`src/anps_pkg.sv`:
```
// Package with offsets, field positions and reset values of the partner next-page status block.
package anps_pkg;

   // Management register offsets inside the negotiation device.
   localparam logic [15:0] ANPS_OFS_PAGE_LOW  = 16'h0019;
   localparam logic [15:0] ANPS_OFS_PAGE_MID  = 16'h001A;
   localparam logic [15:0] ANPS_OFS_PAGE_HIGH = 16'h001B;
   localparam logic [15:0] ANPS_OFS_STATUS    = 16'h0030;

   // Reset values of the four registers.
   localparam logic [15:0] ANPS_RST_PAGE_LOW  = 16'h0000;
   localparam logic [15:0] ANPS_RST_PAGE_MID  = 16'h0000;
   localparam logic [15:0] ANPS_RST_PAGE_HIGH = 16'h0000;
   localparam logic [15:0] ANPS_RST_STATUS    = 16'h0001;

   // Field positions of the low page word.
   localparam int ANPS_BIT_MORE_PAGES   = 15;
   localparam int ANPS_BIT_PAGE_ACK     = 14;
   localparam int ANPS_BIT_MESSAGE_PAGE = 13;
   localparam int ANPS_BIT_CAN_COMPLY   = 12;
   localparam int ANPS_BIT_TOGGLE       = 11;
   localparam int ANPS_CODE_MSB         = 10;
   localparam int ANPS_CODE_LSB         = 0;

   // Field positions of the status register.
   localparam int ANPS_BIT_FAST_FEC = 4;
   localparam int ANPS_BIT_FAST     = 3;
   localparam int ANPS_BIT_SLOW     = 1;
   localparam int ANPS_BIT_PRESENT  = 0;

   // Widths of the received page, of the read snapshot and of one management word.
   localparam int ANPS_PAGE_W = 48;
   localparam int ANPS_WORD_W = 16;
   localparam int ANPS_SNAP_W = 32;

   // Whole state of the block, registered as one word.
   typedef struct packed {
      logic [ANPS_PAGE_W-1:0] page;
      logic [ANPS_SNAP_W-1:0] snap;
      logic                   fast_fec;
      logic                   fast;
      logic                   slow;
      logic [ANPS_WORD_W-1:0] rdata;
      logic                   rvalid;
   } anps_state_t;

endpackage

```
`src/anps_partner_page.sv`:
```
// Partner next-page and negotiation status registers, read over the management port.
//
// Overview of operation
// - Low word bit 15 shows partner more-pages.
// - Low word bit 14 shows partner acknowledge.
// - Bit 13 shows message-page flag, resets zero.
// - Bit 12 shows partner second acknowledge.
// - Bit 11 shows partner toggle, resets zero.
// - Bits 10 to 0 hold partner code.
// - Mid word shows page positions 31 to 16 as frozen by the last low word read.
// - High word shows page positions 47 to 32 as frozen by the last low word read.
// - Status bit 4 shows fast link FEC.
// - Status bit 3 shows fast backplane link.
// - Status bit 1 shows slow backplane link.
// - Status bit 0 always one, resets 0x0001.
// - Page words read-only, reset zero, ignore writes.
`timescale 1ns/1ps
module anps_partner_page (
   input  wire logic                            mclk,
   input  wire logic                            resetn,
   input  wire logic                            rx_page_valid,
   input  wire logic [anps_pkg::ANPS_PAGE_W-1:0] rx_page_data,
   input  wire logic                            resolved_fast_link_fec,
   input  wire logic                            resolved_fast_link,
   input  wire logic                            resolved_slow_link,
   input  wire logic                            mgmt_rd,
   input  wire logic                            mgmt_wr,
   input  wire logic [anps_pkg::ANPS_WORD_W-1:0] mgmt_addr,
   input  wire logic [anps_pkg::ANPS_WORD_W-1:0] mgmt_wdata,
   output logic      [anps_pkg::ANPS_WORD_W-1:0] mgmt_rdata,
   output logic                                 mgmt_rvalid
);
   import anps_pkg::*;

   logic [1:0]  rst_sync_q;
   logic        rst_n;
   anps_state_t st_q;
   anps_state_t st_d;
   logic        rd_low;
   logic        rd_mid;
   logic        rd_high;
   logic        rd_status;
   logic        wdata_unused;

   // Reset is asserted at once and released through two flip-flops.
   always_ff @(posedge mclk or negedge resetn) begin
      if (!resetn) begin
         rst_sync_q <= 2'h0;
      end else begin
         rst_sync_q <= {rst_sync_q[0], 1'b1};
      end
   end
   assign rst_n = rst_sync_q[1];

   // Address decode of the management read strobes.
   assign rd_low    = mgmt_rd && (mgmt_addr == ANPS_OFS_PAGE_LOW);
   assign rd_mid    = mgmt_rd && (mgmt_addr == ANPS_OFS_PAGE_MID);
   assign rd_high   = mgmt_rd && (mgmt_addr == ANPS_OFS_PAGE_HIGH);
   assign rd_status = mgmt_rd && (mgmt_addr == ANPS_OFS_STATUS);

   // Every register here is read-only, so write data is deliberately discarded.
   assign wdata_unused = mgmt_wr ^ (^mgmt_wdata);

   // Next state: page capture, read snapshot and read answer.
   always_comb begin
      st_d        = st_q;
      st_d.rvalid = mgmt_rd;
      // A newly accepted partner page replaces all 48 bits at once.
      if (rx_page_valid) begin
         st_d.page = rx_page_data;
      end
      // Resolved link type follows the receive side of negotiation.
      st_d.fast_fec = resolved_fast_link_fec;
      st_d.fast     = resolved_fast_link;
      st_d.slow     = resolved_slow_link;
      // Reading the low word freezes the upper words of that same page.
      if (rd_low) begin
         st_d.snap = st_q.page[ANPS_PAGE_W-1:ANPS_WORD_W];
      end
      if (mgmt_rd) begin
         st_d.rdata = '0;
         if (rd_low) begin
            st_d.rdata[ANPS_BIT_MORE_PAGES]   = st_q.page[ANPS_BIT_MORE_PAGES];
            st_d.rdata[ANPS_BIT_PAGE_ACK]     = st_q.page[ANPS_BIT_PAGE_ACK];
            st_d.rdata[ANPS_BIT_MESSAGE_PAGE] = st_q.page[ANPS_BIT_MESSAGE_PAGE];
            st_d.rdata[ANPS_BIT_CAN_COMPLY]   = st_q.page[ANPS_BIT_CAN_COMPLY];
            st_d.rdata[ANPS_BIT_TOGGLE]       = st_q.page[ANPS_BIT_TOGGLE];
            st_d.rdata[ANPS_CODE_MSB:ANPS_CODE_LSB] = st_q.page[ANPS_CODE_MSB:ANPS_CODE_LSB];
         end else if (rd_mid) begin
            st_d.rdata = st_q.snap[ANPS_WORD_W-1:0];
         end else if (rd_high) begin
            st_d.rdata = st_q.snap[ANPS_SNAP_W-1:ANPS_WORD_W];
         end else if (rd_status) begin
            st_d.rdata[ANPS_BIT_FAST_FEC] = st_q.fast_fec;
            st_d.rdata[ANPS_BIT_FAST]     = st_q.fast;
            st_d.rdata[ANPS_BIT_SLOW]     = st_q.slow;
            st_d.rdata[ANPS_BIT_PRESENT]  = 1'b1;
         end
      end
   end

   // State register; page words and snapshot clear to zero on reset.
   always_ff @(posedge mclk or negedge rst_n) begin
      if (!rst_n) begin
         st_q.page     <= {ANPS_RST_PAGE_HIGH, ANPS_RST_PAGE_MID, ANPS_RST_PAGE_LOW};
         st_q.snap     <= {ANPS_RST_PAGE_HIGH, ANPS_RST_PAGE_MID};
         st_q.fast_fec <= ANPS_RST_STATUS[ANPS_BIT_FAST_FEC];
         st_q.fast     <= ANPS_RST_STATUS[ANPS_BIT_FAST];
         st_q.slow     <= ANPS_RST_STATUS[ANPS_BIT_SLOW];
         st_q.rdata    <= '0;
         st_q.rvalid   <= 1'b0;
      end else begin
         st_q <= st_d;
      end
   end

   // Read answer comes straight from the state register.
   assign mgmt_rdata  = st_q.rdata;
   assign mgmt_rvalid = st_q.rvalid;
endmodule

```
`config.mk`:
```
export PLATFORM = sky130hd
export DESIGN_NAME = anps_partner_page
export DESIGN_NICKNAME = d
export VERILOG_FILES = /design/src/anps_pkg.sv /design/src/anps_partner_page.sv
export SDC_FILE = /design/constraint.sdc
export NUM_CORES = 1
export LEC_CHECK = 0
export ABC_AREA = 1
export BUFFER_PORTS_ARGS = -buffer_cell sky130_fd_sc_hd__buf_2
export CAP_MARGIN = 5
export CORE_MARGIN = 5
export CORE_UTILIZATION = 53
export CTS_CLUSTER_DIAMETER = 150
export DETAILED_ROUTE_END_ITERATION = 6
export GPL_TIMING_DRIVEN = 0
export PLACE_DENSITY = 0.79
export SLEW_MARGIN = 20
export SYNTH_ARGS = -nofsm -noshare
export SYNTH_HDL_FRONTEND = slang
export SYNTH_SLANG_ARGS = --single-unit
```
`constraint.sdc`:
```
create_clock -name mclk -period 3.8 [get_ports mclk]
set_clock_uncertainty 0.2 [all_clocks]
set_input_delay 0.38 -clock mclk [delete_from_list [all_inputs] [get_ports mclk]]
set_output_delay 0.38 -clock mclk [all_outputs]
set_load 0.005 [all_outputs]
```
==> Flow_metrics.wiki <==
{| class="wikitable"
! Metric !! Value
|-
| Peak supply drop || 0.1897 mV
|-
| Cell Pwr Density || 379.0 mW/mm2
|-
| # diodes || 0
|-
| Number of global-route vias before repair || 3323
|-
| Cell count after synthesis || 443
|-
| Pre-CTS setup slack || 1.818 ns
|-
| Count of buffers from port buffering || 86
|-
| GRT Total Usage || 19.86%
|-
| Layout Area Growth over Synthesis || 19.21%
|-
| Wire length per cell after detailed routing || 14.17 um
|-
| I/O pin count || 105
|-
| Final-stage net count || 634
|-
| Count of unique library cells instantiated by Yosys || 18
|-
| CTS H-tree lvls || 3
|-
| Relative slew margins || 60.52%
|-
| Commonest cells after routing, fill and taps aside || sky130_fd_sc_hd__nand2_1 (116), sky130_fd_sc_hd__dfrtp_1 (101), sky130_fd_sc_hd__buf_2 (93)
|-
| Cell area after synthesis || 0.004260 mm2
|-
| Post-synthesis sequential area ratio || 59.91%
|-
| Via-per-instance ratio || 5.005
|-
| Synthesized net count || 531
|-
| Placer's final routability congestion estimate || 0.8014
|-
| Result of the run || complete, no violations
|-
| Number of CTS-inserted buffers || 9
|-
| Top post-synthesis cells by area || sky130_fd_sc_hd__dfrtp_1 (60%), sky130_fd_sc_hd__nand2_1 (10%), sky130_fd_sc_hd__mux2_2 (5.3%), sky130_fd_sc_hd__nand4_1 (4.7%), sky130_fd_sc_hd__o21ai_0 (4.3%)
|-
| MaxCap Viol Count || 0
|-
| Placed instance count || 633
|-
| Final count of hold timing violations || 0
|-
| Number of antenna violations at the first check in global routing || 0
|-
| Effective utilization at floorplan || 54.85%
|-
| Critical Path AT || 1.66 ns
|-
| Critical Path Sink Type || flip-flop
|-
| Clock-pin slew on the worst setup and hold paths || 0.09 ns
|-
| Bufs on Longest Clock Path || 2
|-
| Insertion delay of the later-clocked pin in the worst-skew pair || 0.36 ns
|-
| Crit path cell chain || buf_2, nor2_1, nand3_1, nor2_1, nand3_1, buf_2, buf_2, nand2_1, o21ai_1
|-
| Final-report setup violation count || 0
|-
| Dpl hpwl || 7.126 mm
|-
| Post-DRT Antenna Nets || 0
|-
| Buffers & Inverters on Critical Path || 3
|-
| Height of the chip || 99.66 um
|-
| Global route total overflow || 0
|-
| Fraction of layout instances using a drive strength above 1 || 28.49%
|-
| Setup repair after global routing missed its margin || no
|-
| Wirelength, routed || 9.255 mm
|-
| Required time of the worst setup path || 3.85 ns
|-
| Non-filler cells in the finished layout || 653
|-
| Average cell area after synthesis || 9.617 um2
|-
| Post-synthesis register bit count || 102
|-
| Cell with the biggest individual delay on the critical path || sky130_fd_sc_hd__buf_2
|-
| Number of gates resized after cts || 0
|-
| Cell family with the largest share of critical-path delay || simple AND/OR/NAND/NOR gates
|-
| Clock tree from TritonCTS || done
|-
| Post-layout min period || 1.609 ns
|-
| Largest net degree at the start of global routing || 39
|-
| Most Frequent Cell on Critical Path || sky130_fd_sc_hd__buf_2
|-
| Maximum clock rate || 621.4 MHz
|-
| Crit path largest cell delay || 0.22 ns
|-
| Hold Crit Class || in -> reg
|-
| Worst slew pin tran || 0.5922 ns
|-
| Category of the worst setup path launch point || input pin
|-
| Slew Viols, Final || 0
|-
| Most common library cell in the layout ignoring fill and taps || sky130_fd_sc_hd__nand2_1
|-
| Die area || 0.009931 mm2
|-
| Cell accounting for the most synthesized area || sky130_fd_sc_hd__dfrtp_1
|-
| LEAKAGE || 0.002565 uW
|-
| DRC viols || 0
|-
| Row count || 32
|-
| Violation count after the first detailed-routing iteration || 143
|-
| Total number of clock tree sinks || 102
|-
| Total number of yosys warnings || 0
|-
| Final cycle utilization of the critical path || 42.35%
|-
| Largest fanout of any net on the critical path || 10
|-
| Top-area cell type share of the netlist area || 59.91%
|-
| Area of the core || 0.007767 mm2
|-
| Worst Slack Setup Final || 2.191 ns
|-
| Wire length of the first global-routing pass || 15.71 mm
|-
| First-pass detailed-route iteration total || 4
|-
| Cell at the root of the clock tree || sky130_fd_sc_hd__clkbuf_8
|-
| Type of the worst setup path || in -> reg
|-
| Via count of the routed design || 3268
|-
| Die Wd || 99.66 um
|}
==> worst reg2reg max path, cell delays in order (launching register included) <==
cell	delay, ns
sky130_fd_sc_hd__dfrtp_1	0.39
sky130_fd_sc_hd__nand4_1	0.09
sky130_fd_sc_hd__nand2_1	0.06
sky130_fd_sc_hd__nor2_1	0.13
sky130_fd_sc_hd__nand3_1	0.09
==> report_power, final <==
part | switching, uW | total [uW] | internal, uW
registers | 26.3 | 1160 | 1140
logic | 81.8 | 150 | 68.1
clock network | 358 | 613 | 255
==> worst paths after layout <==
| path | start | endpoint | slack [ns] | cells past startpoint |
|---|---|---|---|---|
| hold / removal | mgmt_rd | mgmt_rvalid$_DFF_PN0_ | 0.01 | 1 |
| hold reg to reg | rst_sync_q[1]$_DFF_PN0_ | st_q[88]$_DFFE_PN0P_ | 0.07 | 0 |
| setup / recovery | mgmt_addr[7] | st_q[39]$_DFFE_PN0P_ | 2.19 | 9 |
| min in group asynchronous | rst_sync_q[1]$_DFF_PN0_ | st_q[88]$_DFFE_PN0P_ | 0.07 | 0 |
| max in group asynchronous | rst_sync_q[1]$_DFF_PN0_ | mgmt_rdata[14]$_DFFE_PN0P_ | 2.81 | 1 |
| setup reg to reg | st_q[36]$_DFFE_PN0P_ | mgmt_rdata[0]$_DFFE_PN0P_ | 2.73 | 4 |
==> logic make-up after synthesis <==
group,synth area share (%)
compound gates,7.049
mux,5.286
other cells,0.08802
simple gates,18.65
flops,59.91
buf+inv,9.016
==> final cells by class <==
class | count | area [um2]
plain buffers | 39 | 241.5
multi-input cells | 264 | 1324
clock inverters | 5 | 35.03
well taps | 102 | 127.6
clock buffers | 11 | 141.4
fillers | 612 | 2689
repair buffers | 92 | 510.5
flip-flops and latches | 102 | 2556
inverters | 38 | 142.6
==> Yosys cell counts <==
| cell type | n |
|---|---|
| sky130_fd_sc_hd__buf_1 | 1 |
| sky130_fd_sc_hd__buf_2 | 7 |
| sky130_fd_sc_hd__buf_4 | 19 |
| sky130_fd_sc_hd__buf_6 | 2 |
| sky130_fd_sc_hd__clkbuf_1 | 10 |
| sky130_fd_sc_hd__conb_1 | 1 |
| sky130_fd_sc_hd__dfrtp_1 | 102 |
| sky130_fd_sc_hd__inv_1 | 37 |
| sky130_fd_sc_hd__inv_2 | 1 |
| sky130_fd_sc_hd__mux2_2 | 20 |
| sky130_fd_sc_hd__nand2_1 | 116 |
| sky130_fd_sc_hd__nand3_1 | 9 |
| sky130_fd_sc_hd__nand4_1 | 32 |
| sky130_fd_sc_hd__nor2_1 | 22 |
| sky130_fd_sc_hd__nor2_2 | 3 |
| sky130_fd_sc_hd__nor4_2 | 1 |
| sky130_fd_sc_hd__o21ai_0 | 37 |
| sky130_fd_sc_hd__o21ai_1 | 23 |
==> metal layers <==
metal / vias to the layer above / track usage, % / routed length [um]
met5: - / 0 / 0
met4: 0 / 7.878 / 204
met3: 18 / 4.067 / 642
met2: 103 / 31.30 / 4307
met1: 1518 / 27.15 / 4101
li1: 1629 / - / -
==> repair_timing <==
| action | CTS | global route |
|---|---|---|
| buffers inserted | 0 | 0 |
| hold endpoints to repair | 5 | 0 |
| hold buffers | 4 | 0 |
==> metrics by stage <==
step                TNS, ns  power, uW  instance area, um2  hold WS, ns  util [%]
CTS                       0       1931                5079     0.005463     65.38
floorplan                 0       1256                4260      -0.1156         -
detailed placement        0       1332                4862     -0.03201     62.60
global placement     -32.51       1318                4818     -0.03525     62.03
finish                    0       1925                5079      0.01123     65.38
global route              0       2005                5079     0.009562     65.38
==> state kept, by name, summed over array words and instances (netlist names) <==
| register | count |
|---|---|
| mgmt_rdata | 16 |
| st_q | 83 |
| rst_sync_q | 2 |
| mgmt_rvalid | 1 |
No activity file was read; power rests on OpenSTA's default activity.
